### config.mk
export PLATFORM = sky130hd
export DESIGN_NAME = stcp_timer
export DESIGN_NICKNAME = d
export VERILOG_FILES = /design/src/stcp_pkg.sv /design/src/stcp_reg_if.sv /design/src/stcp_tick.sv /design/src/stcp_axi.sv /design/src/stcp_timer.sv
export SDC_FILE = /design/constraint.sdc
export NUM_CORES = 1
export LEC_CHECK = 0
export BUFFER_PORTS_ARGS = -buffer_cell sky130_fd_sc_hd__buf_2
export CORE_AREA = 10 10 119 121
export DETAILED_ROUTE_END_ITERATION = 6
export DIE_AREA = 0 0 129 131
export PLACE_DENSITY = 0.94
export SLEW_MARGIN = 25
export SYNTH_ARGS = -nofsm -noshare
export SYNTH_HDL_FRONTEND = slang
export SYNTH_SLANG_ARGS = --single-unit
### constraint.sdc
create_clock -name CORE_CLK_IN -period 7.15 [get_ports CORE_CLK_IN]
set_input_delay 1.0725 -clock CORE_CLK_IN [delete_from_list [all_inputs] [get_ports CORE_CLK_IN]]
set_output_delay 1.0725 -clock CORE_CLK_IN [all_outputs]
set_load 0.02 [all_outputs]
### src/stcp_pkg.sv
// Package for the 16-bit standard timer with compare and PWM.
// Shared by the bus slave, the tick generator and the timer core.
package stcp_pkg;
   localparam int unsigned ADDR_W     = 8;
   localparam int unsigned CLK_NS     = 10;
   // Register word indexes; byte address is four times the index
   localparam logic [5:0]  IDX_CTRL0  = 6'h00;
   localparam logic [5:0]  IDX_CTRL1  = 6'h01;
   localparam logic [5:0]  IDX_CNT_LO = 6'h02;
   localparam logic [5:0]  IDX_CNT_HI = 6'h03;
   localparam logic [5:0]  IDX_CCA_LO = 6'h04;
   localparam logic [5:0]  IDX_CCA_HI = 6'h05;
   localparam logic [5:0]  IDX_COMPARE_P_VALUE   = 6'h06;
   localparam logic [5:0]  IDX_STATUS = 6'h07;
   // Control 0 fields
   localparam int unsigned C0_PAUSE   = 7;
   localparam int unsigned C0_CLK_LO  = 4;
   localparam int unsigned C0_ENABLE  = 3;
   // Control 1 fields
   localparam int unsigned C1_MODE_LO = 6;
   localparam int unsigned C1_FUNC_LO = 4;
   localparam int unsigned C1_OC      = 3;
   localparam int unsigned C1_POL     = 2;
   localparam int unsigned C1_SWAP    = 1;
   localparam int unsigned C1_CLRSEL  = 0;
   // Status fields, write one to clear
   localparam int unsigned ST_FLAG_A  = 0;
   localparam int unsigned ST_FLAG_P  = 1;
   localparam logic [7:0]  REG_RST    = 8'h00;
   localparam logic [15:0] CNT_RST    = 16'h0000;
   // Modes and pin functions
   localparam logic [1:0]  MODE_CMP   = 2'b00;
   localparam logic [1:0]  MODE_CAP   = 2'b01;
   localparam logic [1:0]  MODE_PWM   = 2'b10;
   localparam logic [1:0]  MODE_TMR   = 2'b11;
   localparam logic [1:0]  FN_NONE    = 2'b00;
   localparam logic [1:0]  FN_LOW     = 2'b01;
   localparam logic [1:0]  FN_HIGH    = 2'b10;
   localparam logic [1:0]  FN_TOGGLE  = 2'b11;
   // Tick sources
   localparam logic [2:0]  TK_DIV4    = 3'b000;
   localparam logic [2:0]  TK_SYS     = 3'b001;
   localparam logic [2:0]  TK_DIV16   = 3'b010;
   localparam logic [2:0]  TK_DIV64   = 3'b011;
   localparam logic [2:0]  TK_SUB0    = 3'b100;
   localparam logic [2:0]  TK_SUB1    = 3'b101;
   localparam logic [2:0]  TK_EXT_R   = 3'b110;
   localparam logic [2:0]  TK_EXT_F   = 3'b111;
   localparam logic [16:0] FULL_SPAN  = 17'h10000;

   // Length in ticks set by the 8-bit period value
   function automatic logic [16:0] stcp_span(input logic [7:0] p);
      stcp_span = (p == 8'h00) ? FULL_SPAN : {1'b0, p, 8'h00};
   endfunction : stcp_span
endpackage : stcp_pkg

### src/stcp_reg_if.sv
// Register access path between the bus slave and the timer core.
// Assumes both ends sit on the same clock.
`timescale 1ns/1ps
`default_nettype none
interface stcp_reg_if;
   logic        wr_en;
   logic [5:0]  wr_idx;
   logic [7:0]  wr_data;
   logic [5:0]  rd_idx;
   logic [31:0] rd_data;
   modport bus  (output wr_en, wr_idx, wr_data, rd_idx, input rd_data);
   modport core (input wr_en, wr_idx, wr_data, rd_idx, output rd_data);
endinterface : stcp_reg_if
`default_nettype wire

### src/stcp_tick.sv
// Timer tick generator: picks one of the counting rates.
// Assumes the system clock also serves as the high-speed clock.
`timescale 1ns/1ps
`default_nettype none
module stcp_tick import stcp_pkg::*; #(
   parameter logic [15:0] SUB_DIV = 16'd8
) (
   input  wire logic       clk_in,
   input  wire logic       rst_n_in,
   input  wire logic [2:0] sel_in,
   input  wire logic       ext_clk_in,
   output logic            tick_out
);
   typedef struct packed {
      logic [5:0]  pre;
      logic [15:0] sub;
      logic        ext_q;
      logic        tick;
   } stcp_tick_type;
   stcp_tick_type r_reg, r_next;
   logic          sub_hit;

   always_comb begin
      sub_hit = (r_reg.sub == SUB_DIV - 16'd1);
      r_next = r_reg;
      r_next.pre = r_reg.pre + 6'd1;
      r_next.sub = sub_hit ? 16'd0 : r_reg.sub + 16'd1;
      r_next.ext_q = ext_clk_in;
      case (sel_in)
         TK_DIV4:  r_next.tick = &r_reg.pre[1:0];
         TK_SYS:   r_next.tick = 1'b1;
         TK_DIV16: r_next.tick = &r_reg.pre[3:0];
         TK_DIV64: r_next.tick = &r_reg.pre;
         TK_EXT_R: r_next.tick = ext_clk_in & ~r_reg.ext_q;
         TK_EXT_F: r_next.tick = ~ext_clk_in & r_reg.ext_q;
         default:  r_next.tick = sub_hit;
      endcase
   end

   always_ff @(posedge clk_in or negedge rst_n_in) begin
      if (!rst_n_in) begin
         r_reg <= '0;
      end else begin
         r_reg <= r_next;
      end
   end
   assign tick_out = r_reg.tick;
endmodule : stcp_tick
`default_nettype wire

### src/stcp_axi.sv
// AXI4-Lite slave for the timer byte registers.
// Data sits in bits 7..0; writes need byte lane 0 enabled.
`timescale 1ns/1ps
`default_nettype none
module stcp_axi import stcp_pkg::*; (
   input  wire logic              clk_in,
   input  wire logic              rst_n_in,
   input  wire logic [ADDR_W-1:0] awaddr_in,
   input  wire logic              awvalid_in,
   output logic                   awready_out,
   input  wire logic [31:0]       wdata_in,
   input  wire logic [3:0]        wstrb_in,
   input  wire logic              wvalid_in,
   output logic                   wready_out,
   output logic                   bvalid_out,
   input  wire logic              bready_in,
   input  wire logic [ADDR_W-1:0] araddr_in,
   input  wire logic              arvalid_in,
   output logic                   arready_out,
   output logic [31:0]            rdata_out,
   output logic                   rvalid_out,
   input  wire logic              rready_in,
   stcp_reg_if.bus                regs
);
   typedef struct packed {
      logic [5:0]  aidx;
      logic        aw_full;
      logic        awready;
      logic [7:0]  wdat;
      logic        wlane;
      logic        w_full;
      logic        wready;
      logic        bvalid;
      logic        arready;
      logic        rvalid;
      logic [31:0] rdata;
   } stcp_axi_type;
   stcp_axi_type r_reg, r_next;
   logic         do_write;

   function automatic logic [5:0] word_idx(input logic [ADDR_W-1:0] a);
      word_idx = a[ADDR_W-1:2];
   endfunction : word_idx

   assign do_write     = r_reg.aw_full & r_reg.w_full & ~r_reg.bvalid;
   assign regs.wr_en   = do_write & r_reg.wlane;
   assign regs.wr_idx  = r_reg.aidx;
   assign regs.wr_data = r_reg.wdat;
   assign regs.rd_idx  = word_idx(araddr_in);

   always_comb begin
      r_next = r_reg;
      if (awvalid_in && r_reg.awready) begin
         r_next.aidx = word_idx(awaddr_in);
         r_next.aw_full = 1'b1;
         r_next.awready = 1'b0;
      end
      if (wvalid_in && r_reg.wready) begin
         r_next.wdat = wdata_in[7:0];
         r_next.wlane = wstrb_in[0];
         r_next.w_full = 1'b1;
         r_next.wready = 1'b0;
      end
      if (do_write) begin
         r_next.bvalid = 1'b1;
         r_next.aw_full = 1'b0;
         r_next.w_full = 1'b0;
      end
      // Hold both address and data channels until the response is taken
      if (r_reg.bvalid && bready_in) begin
         r_next.bvalid = 1'b0;
         r_next.awready = 1'b1;
         r_next.wready = 1'b1;
      end
      if (arvalid_in && r_reg.arready) begin
         r_next.rdata = regs.rd_data;
         r_next.rvalid = 1'b1;
         r_next.arready = 1'b0;
      end
      if (r_reg.rvalid && rready_in) begin
         r_next.rvalid = 1'b0;
         r_next.arready = 1'b1;
      end
   end

   always_ff @(posedge clk_in or negedge rst_n_in) begin
      if (!rst_n_in) begin
         r_reg <= '0;
         r_reg.awready <= 1'b1;
         r_reg.wready <= 1'b1;
         r_reg.arready <= 1'b1;
      end else begin
         r_reg <= r_next;
      end
   end

   assign awready_out = r_reg.awready;
   assign wready_out  = r_reg.wready;
   assign bvalid_out  = r_reg.bvalid;
   assign arready_out = r_reg.arready;
   assign rvalid_out  = r_reg.rvalid;
   assign rdata_out   = r_reg.rdata;
endmodule : stcp_axi
`default_nettype wire

### src/stcp_timer.sv
// Top of the 16-bit standard timer: counter, compare A and P, PWM.
// Assumes AXI4-Lite master on CORE_CLK_IN; pin level resolved outside.
`timescale 1ns/1ps
`default_nettype none
module stcp_timer import stcp_pkg::*; #(
   parameter logic [15:0] SUB_DIV = 16'd8
) (
   // Clock and reset
   input  wire logic              CORE_CLK_IN,
   input  wire logic              RESET_N_IN,
   // AXI4-Lite write
   input  wire logic [ADDR_W-1:0] S_AXI_AWADDR_IN,
   input  wire logic              S_AXI_AWVALID_IN,
   output logic                   S_AXI_AWREADY_OUT,
   input  wire logic [31:0]       S_AXI_WDATA_IN,
   input  wire logic [3:0]        S_AXI_WSTRB_IN,
   input  wire logic              S_AXI_WVALID_IN,
   output logic                   S_AXI_WREADY_OUT,
   output logic [1:0]             S_AXI_BRESP_OUT,
   output logic                   S_AXI_BVALID_OUT,
   input  wire logic              S_AXI_BREADY_IN,
   // AXI4-Lite read
   input  wire logic [ADDR_W-1:0] S_AXI_ARADDR_IN,
   input  wire logic              S_AXI_ARVALID_IN,
   output logic                   S_AXI_ARREADY_OUT,
   output logic [31:0]            S_AXI_RDATA_OUT,
   output logic [1:0]             S_AXI_RRESP_OUT,
   output logic                   S_AXI_RVALID_OUT,
   input  wire logic              S_AXI_RREADY_IN,
   // Timer pins
   input  wire logic              EXT_CLK_IN,
   output logic                   TIMER_PIN_OUT,
   output logic                   TIMER_PIN_OE_OUT
);
   typedef struct packed {
      logic [15:0] cnt;
      logic [15:0] cca;
      logic [7:0]  compare_p_value;
      logic        pause;
      logic [2:0]  clk_sel;
      logic        enable;
      logic [7:0]  ctl1;
      logic        flag_a;
      logic        flag_p;
      logic        pin_lvl;
      logic        pin;
      logic        pin_oe;
   } stcp_state_type;

   stcp_state_type r_reg, r_next;
   logic [1:0]     rst_sync_reg;
   logic           rst_n;
   logic           tick;
   logic           run, rise, a_hit, p_hit, clr, ev_a, ev_p, full, active, pwm_lvl;
   logic [1:0]     mode, func;
   logic           oc, pol, swap, clr_sel;
   logic [16:0]    per_len, duty_len;
   stcp_reg_if     regs ();

   // Asynchronous assert, synchronous release
   always_ff @(posedge CORE_CLK_IN or negedge RESET_N_IN) begin
      if (!RESET_N_IN) begin
         rst_sync_reg <= 2'b00;
      end else begin
         rst_sync_reg <= {rst_sync_reg[0], 1'b1};
      end
   end
   assign rst_n = rst_sync_reg[1];

   stcp_axi u_axi (
      .clk_in      (CORE_CLK_IN),
      .rst_n_in    (rst_n),
      .awaddr_in   (S_AXI_AWADDR_IN),
      .awvalid_in  (S_AXI_AWVALID_IN),
      .awready_out (S_AXI_AWREADY_OUT),
      .wdata_in    (S_AXI_WDATA_IN),
      .wstrb_in    (S_AXI_WSTRB_IN),
      .wvalid_in   (S_AXI_WVALID_IN),
      .wready_out  (S_AXI_WREADY_OUT),
      .bvalid_out  (S_AXI_BVALID_OUT),
      .bready_in   (S_AXI_BREADY_IN),
      .araddr_in   (S_AXI_ARADDR_IN),
      .arvalid_in  (S_AXI_ARVALID_IN),
      .arready_out (S_AXI_ARREADY_OUT),
      .rdata_out   (S_AXI_RDATA_OUT),
      .rvalid_out  (S_AXI_RVALID_OUT),
      .rready_in   (S_AXI_RREADY_IN),
      .regs        (regs.bus)
   );
   assign S_AXI_BRESP_OUT = 2'b00;
   assign S_AXI_RRESP_OUT = 2'b00;

   stcp_tick #(.SUB_DIV(SUB_DIV)) u_tick (
      .clk_in     (CORE_CLK_IN),
      .rst_n_in   (rst_n),
      .sel_in     (r_reg.clk_sel),
      .ext_clk_in (EXT_CLK_IN),
      .tick_out   (tick)
   );

   assign mode    = r_reg.ctl1[C1_MODE_LO +: 2];
   assign func    = r_reg.ctl1[C1_FUNC_LO +: 2];
   assign oc      = r_reg.ctl1[C1_OC];
   assign pol     = r_reg.ctl1[C1_POL];
   assign swap    = r_reg.ctl1[C1_SWAP];
   assign clr_sel = r_reg.ctl1[C1_CLRSEL];

   // Live read view; unmapped words read zero
   always_comb begin
      regs.rd_data = 32'h0000_0000;
      case (regs.rd_idx)
         IDX_CTRL0:  regs.rd_data[7:0] = {r_reg.pause, r_reg.clk_sel, r_reg.enable, 3'b000};
         IDX_CTRL1:  regs.rd_data[7:0] = r_reg.ctl1;
         IDX_CNT_LO: regs.rd_data[7:0] = r_reg.cnt[7:0];
         IDX_CNT_HI: regs.rd_data[7:0] = r_reg.cnt[15:8];
         IDX_CCA_LO: regs.rd_data[7:0] = r_reg.cca[7:0];
         IDX_CCA_HI: regs.rd_data[7:0] = r_reg.cca[15:8];
         IDX_COMPARE_P_VALUE:   regs.rd_data[7:0] = r_reg.compare_p_value;
         IDX_STATUS: regs.rd_data[1:0] = {r_reg.flag_p, r_reg.flag_a};
         default:    regs.rd_data = 32'h0000_0000;
      endcase
   end

   always_comb begin
      r_next = r_reg;
      // Register writes; counter bytes ignore writes
      if (regs.wr_en) begin
         case (regs.wr_idx)
            IDX_CTRL0: begin
               r_next.pause   = regs.wr_data[C0_PAUSE];
               r_next.clk_sel = regs.wr_data[C0_CLK_LO +: 3];
               r_next.enable  = regs.wr_data[C0_ENABLE];
            end
            IDX_CTRL1:  r_next.ctl1 = regs.wr_data;
            IDX_CCA_LO: r_next.cca[7:0] = regs.wr_data;
            IDX_CCA_HI: r_next.cca[15:8] = regs.wr_data;
            IDX_COMPARE_P_VALUE:   r_next.compare_p_value = regs.wr_data;
            IDX_STATUS: begin
               r_next.flag_a = r_reg.flag_a & ~regs.wr_data[ST_FLAG_A];
               r_next.flag_p = r_reg.flag_p & ~regs.wr_data[ST_FLAG_P];
            end
            default: r_next.ctl1 = r_reg.ctl1;
         endcase
      end
      rise = r_next.enable & ~r_reg.enable;
      run  = r_reg.enable & ~r_reg.pause & tick;
      // Matches fire on the last count so periods come out exact
      a_hit = (r_reg.cnt == r_reg.cca - 16'h0001);
      p_hit = (r_reg.cnt[15:8] == r_reg.compare_p_value - 8'h01) &&
              (r_reg.cnt[7:0] == 8'hff);
      if (mode == MODE_PWM) begin
         clr = swap ? a_hit : p_hit;
      end else begin
         clr = clr_sel ? a_hit : p_hit;
      end
      ev_a = run & a_hit;
      ev_p = run & p_hit & ((mode == MODE_PWM) | ~clr_sel);
      // Enable rise restarts; enable low keeps the residual count
      if (rise) begin
         r_next.cnt = CNT_RST;
      end else if (run) begin
         r_next.cnt = clr ? CNT_RST : r_reg.cnt + 16'h0001;
      end
      // Event beats a same-cycle clear
      if (ev_a) begin
         r_next.flag_a = 1'b1;
      end
      if (ev_p) begin
         r_next.flag_p = 1'b1;
      end
      // Compare-mode pin level, loaded from OC on enable rise, then moved only by compare A
      if (rise) begin
         r_next.pin_lvl = r_next.ctl1[C1_OC];
      end else if (ev_a && mode == MODE_CMP) begin
         case (func)
            FN_LOW:    r_next.pin_lvl = 1'b0;
            FN_HIGH:   r_next.pin_lvl = 1'b1;
            FN_TOGGLE: r_next.pin_lvl = ~r_reg.pin_lvl;
            default:   r_next.pin_lvl = r_reg.pin_lvl;
         endcase
      end
      per_len  = swap ? {1'b0, r_reg.cca} : stcp_span(r_reg.compare_p_value);
      duty_len = swap ? stcp_span(r_reg.compare_p_value) : {1'b0, r_reg.cca};
      full     = (duty_len >= per_len);
      active   = full | ({1'b0, r_reg.cnt} < duty_len);
      // Single pulse is not built here; it rests inactive
      case (func)
         FN_LOW:  pwm_lvl = oc;
         FN_HIGH: pwm_lvl = active ? oc : ~oc;
         default: pwm_lvl = ~oc;
      endcase
      case (mode)
         MODE_CMP: begin
            r_next.pin    = r_reg.pin_lvl ^ pol;
            r_next.pin_oe = 1'b1;
         end
         MODE_PWM: begin
            r_next.pin    = pwm_lvl ^ pol;
            r_next.pin_oe = 1'b1;
         end
         default: begin
            r_next.pin    = 1'b0;
            r_next.pin_oe = 1'b0;
         end
      endcase
   end

   always_ff @(posedge CORE_CLK_IN or negedge rst_n) begin
      if (!rst_n) begin
         r_reg <= '0;
      end else begin
         r_reg <= r_next;
      end
   end

   assign TIMER_PIN_OUT    = r_reg.pin;
   assign TIMER_PIN_OE_OUT = r_reg.pin_oe;
endmodule : stcp_timer
`default_nettype wire

# Yosys cells after proc, flatten, opt, wreduce, memory -nomap -nowiden
# Index checks and enable logic that the tools add are counted.
[totals]
regBits = 114
latch_bits = 0
mem_bits_rw = 0
romBits = 0
input_bits = 60
out_inout_bits = 43
wordCells = 159
memories = 0
[classes]
add_sub_neg = 5
n_mul = 0
div_mod_pow = 0
magnitude_cmp = 2
n_eq_ne = 25
n_shift = 0
mux = 34
bitwise_logic = 27
reduce_logical = 36
[op_table]
columns = ["operator", "count"]
rows = [
  ["16-bit two-way mux", 4],
  ["17-bit two-way mux", 3],
  ["6-bit by 3-bit equality test with 1-bit output, second input constant", 8],
  ["6-bit one-hot mux with 7 select lines", 1],
  ["34-bit two-way mux", 1],
  ["16-bit by 1-bit adder with 16-bit output, second input constant", 2],
  ["2-bit nonzero test", 12],
  ["2-bit AND reduction", 9],
  ["17-bit >= comparator", 1],
  ["16-bit by 17-bit less-than comparator with 1-bit output", 1],
  ["16-bit equality test", 1],
  ["16-bit by 3-bit equality test with 1-bit output, second input constant", 1],
  ["16-bit by 1-bit subtractor with 16-bit output, second input constant", 1],
  ["2-bit one-hot mux with 7 select lines", 1],
  ["1-bit AND", 13],
  ["1-bit two-way mux", 13],
  ["6-bit by 1-bit equality test with 1-bit output, second input constant", 2],
  ["6-bit by 2-bit equality test with 1-bit output, second input constant", 2],
  ["6-bit zero test", 2],
  ["11-bit two-way mux", 1],
  ["2-bit two-way mux", 5],
  ["1-bit NOT", 10],
  ["8-bit equality test", 1],
  ["8-bit equality test, second input constant", 1],
  ["21 further kinds", 33],
]

# Depth between registers and ports, before layout
[logic_depth]
depth_word = 9
ltp_mapped = 17
mapped_depth_nobuf = 15

# Hierarchy
# Synthesis repeated with hierarchy kept, for this count alone.
[unflattened]
hier_cells = 826
area_unflattened_um2 = 8635.8
[by_module_without_submodules]
columns = ["module", "instances", "cells_each", "area_per_inst_um2", "seq_area_each_um2"]
rows = [
  ["stcp_timer", 1, 564, 5069.9, 1501.4],
  ["stcp_axi", 1, 176, 2524.9, 1355.0],
  ["stcp_tick", 1, 86, 1041.0, 600.6],
]

# Worst setup path after synthesis
# OpenSTA, ideal clock, no wires.
[synth_timing]
path_type = "register -> register"
startpoint = "register r_reg[20] (netlist bit)"
endpoint = "register r_reg, in the netlist TIMER_PIN_OUT"
setup_time_ps = 125
arrival_time_ps = 3349
required_ps = 7025
path_slack_ps = 3676
path_stages_with_launch = 15
path_buffers = 1
period_less_slack_ps = 3474
cell_sequence = "dfrtp_1 > clkbuf_1 > nor4_1 > nand3_1 > a31oi_1 > inv_1 > ha_1 > a211oi_1 > a211oi_1 > a211oi_1 > o211a_1 > o22ai_1 > o21a_1 > nor3_1 > mux2_2"
[synth_rtl]
columns = ["element", "line", "text"]
rows = [
  ["start: declaration", "stcp_timer.sv:50", "stcp_state_type r_reg, r_next;"],
  ["start signal: assignment", "stcp_timer.sv:212", "r_reg <= r_next;"],
]

==> flow_summary.ini <==
[placed_design]
dp_slack_ns = 3.10
io_buffers = 43
place_area_um2 = 7300
dpl.hpwl_mm = 12.5
gp_congestion = 0.933

[global_routing]
overflow = 0
track_usage = 0.238
grt_pass1_vias = 5928
grt_pass1_wl_mm = 31.0
grt_max_degree = 64
grt_antenna_before_repair = 1

[sta]
period_minus_slack_ns = 4.14
setup_viol = 0
min_period_over_period = 0.579
holdWs_ns = 0.345
fmax_ghz = 0.242
slew_viol_final = 0
max_slew_margin = 0.403
fin_skew_ns = 0.0139
finalHoldViolCount = 0
setup_tns_ns = 0
worstMarginPinSlew_ns = 0.896
grt_setup_unrepaired = no
layout_setup_ws_ns = 3.01

[floorplan]
die_area_um2 = 16900
die_h_um = 131
rows = 40
io-pin-count = 103
core_area_um2 = 11800
die_w_um = 129
initial_core_util = 0.612

[critical_path]
crit_path_end_kind = register
critPathLaunchType = register
crit_arrival_ns = 4.45
worstPathRequired_ns = 7.46
critPathMaxFanout = 11
critical_path_class = reg -> reg

[drt]
wl_per_cell_um = 21.3
ant_nets = 0
drt_iter0_markers = 947
dr.pass1.iters = 7
drt-vias-per-instance = 6.57
routed-via-count = 6040
wl_mm = 19.6
drc = 7

[pwr]
irDropWorstVdd_mv = 0.312
p_per_area_nw_per_um2 = 378
switchingPower_mw = 1.19
swShare = 0.399
p_leak_nw = 3.63
power_frac_seq = 0.354
clkPwrFrac = 0.283
comb_power_share = 0.363
p_int_mw = 1.79

[layout]
drive_above_1_share = 0.193
finalNetCount = 846
stdcell_area_um2 = 7910
final_common_cell = dfrtp_1
post-route-util = 0.669
seq_area_um2 = 2860
multiInputGateArea_um2 = 3940
largest_reg_flops = 49
final_cell_mix = dfrtp_1 (110), nand2_1 (61), mux2_2 (53)
area_growth_pct = 9.29
fillers = 816

[synthesis]
synth_cell_types = 61
synthFlopType = dfrtp_1
synth-async-reset-ratio = 1.00
ys_seq_elements = 114
yosysWarningCount = 0
synth-seq-area-share = 0.395
synth_cells = 748
syn-cell-area_um2 = 7230
synth_area_per_cell_um2 = 9.67
synth_edf_count = 0

[cts]
clkSinkCount = 114
clk_latency_ns = 0.43
ctsResizeCount = 0
numCtsBuffers = 17
cts_buffer_depth = 2
htreeDepth = 4
clk_pin_slew_ns = 0.06
cts_root_buffer = clkbuf_16
ctsHoldBuffers = 0
post_cts_buffers = 0
cts_tree = built

[outcome]
violations = DRC
status = complete, but fails checks

[hold_path]
min_path_type = reg -> async

[job]
max-cap-violations = 0
==> critical path, cell delays in order (launching register included) <==
cell,delay (ns)
dfrtp_1,0.53
nor4_1,0.64
nand3_1,0.38
a31oi_1,0.34
inv_1,0.07
ha_1,0.32
a211oi_1,0.26
a211oi_1,0.08
a211oi_1,0.25
o211a_1,0.22
o22ai_1,0.13
o21a_1,0.24
nor3_1,0.21
mux2_2,0.36
==> layer usage <==
layer	wire [µm]	track usage	vias to the layer above
met3	2340	0.0963	145
met4	1170	0.153	0
li1	-	-	2625
met2	8840	0.368	427
met5	0	0	-
met1	7210	0.270	2843
==> power by group through the flow <==
| stage | Sequential [mW] | Combinational [mW] | Clock, mW |
|---|---|---|---|
| 2_1_floorplan | 0.900 | 0.883 | 0 |
| 4_1_cts | 1.03 | 1.05 | 0.851 |
| 3_3_place_gp | 1.03 | 0.965 | 0 |
| 5_1_grt | 1.07 | 1.18 | 0.878 |
| 3_5_place_dp | 1.04 | 0.997 | 0 |
| 6_report | 1.06 | 1.09 | 0.845 |
==> cells by family after synthesis <==
| family | Yosys count | synth area share |
|---|---|---|
| compound gates | 142 | 0.125 |
| xor+xnor | 48 | 0.0581 |
| fa+ha+maj | 28 | 0.0484 |
| buf+inv | 107 | 0.0766 |
| flops | 114 | 0.395 |
| mux | 82 | 0.133 |
| other cells | 2 | 0.00104 |
| simple gates | 225 | 0.163 |
==> final timing paths <==
check | start | endpoint | slack [ns] | depth (start not counted)
max | r_reg[20] | TIMER_PIN_OUT | 3.01 | 13
min | rst_sync_reg[1] | r_reg[16] | 0.35 | 0
max reg2reg | r_reg[20] | TIMER_PIN_OUT | 3.01 | 13
min reg2reg | rst_sync_reg[1] | r_reg[16] | 0.35 | 0
max in group asynchronous | rst_sync_reg[1] | r_reg[45] | 5.54 | 1
min in group CORE_CLK_IN | rst_sync_reg[0] | rst_sync_reg[1] | 0.37 | 0
==> Yosys cell counts, types with 21 or more instances <==
| cell type | number | area share |
|---|---|---|
| inv_1 | 26 | 0.013 |
| mux2_2 | 53 | 0.082 |
| nand2_1 | 61 | 0.032 |
| a31oi_1 | 21 | 0.018 |
| mux2i_1 | 23 | 0.032 |
| ha_1 | 28 | 0.048 |
| dfrtp_1 | 111 | 0.38 |
| buf_4 | 36 | 0.037 |
| nor2_1 | 35 | 0.018 |
| clkbuf_1 | 36 | 0.019 |
| nand2b_1 | 21 | 0.018 |
| a21oi_1 | 34 | 0.024 |
| o21ai_0 | 36 | 0.025 |
| xnor2_1 | 30 | 0.036 |
| nand3_1 | 25 | 0.017 |
==> through the flow <==
stage	power [mW]	cells
finish	2.99	920
detailed placement	2.03	886
global route	3.13	919
global placement	1.99	886
floorplan	1.78	775
CTS	2.93	918
==> cell type report <==
class,count,share of cell area
multi-input cells,554,0.498
flip-flops and latches,114,0.362
clock buffers,21,0.0582
repair buffers,45,0.0291
well taps,147,0.0233
clock inverters,11,0.0163
inverters,26,0.0123
diodes,2,0.000633
Note: power is estimated with default switching activity, not from simulation.
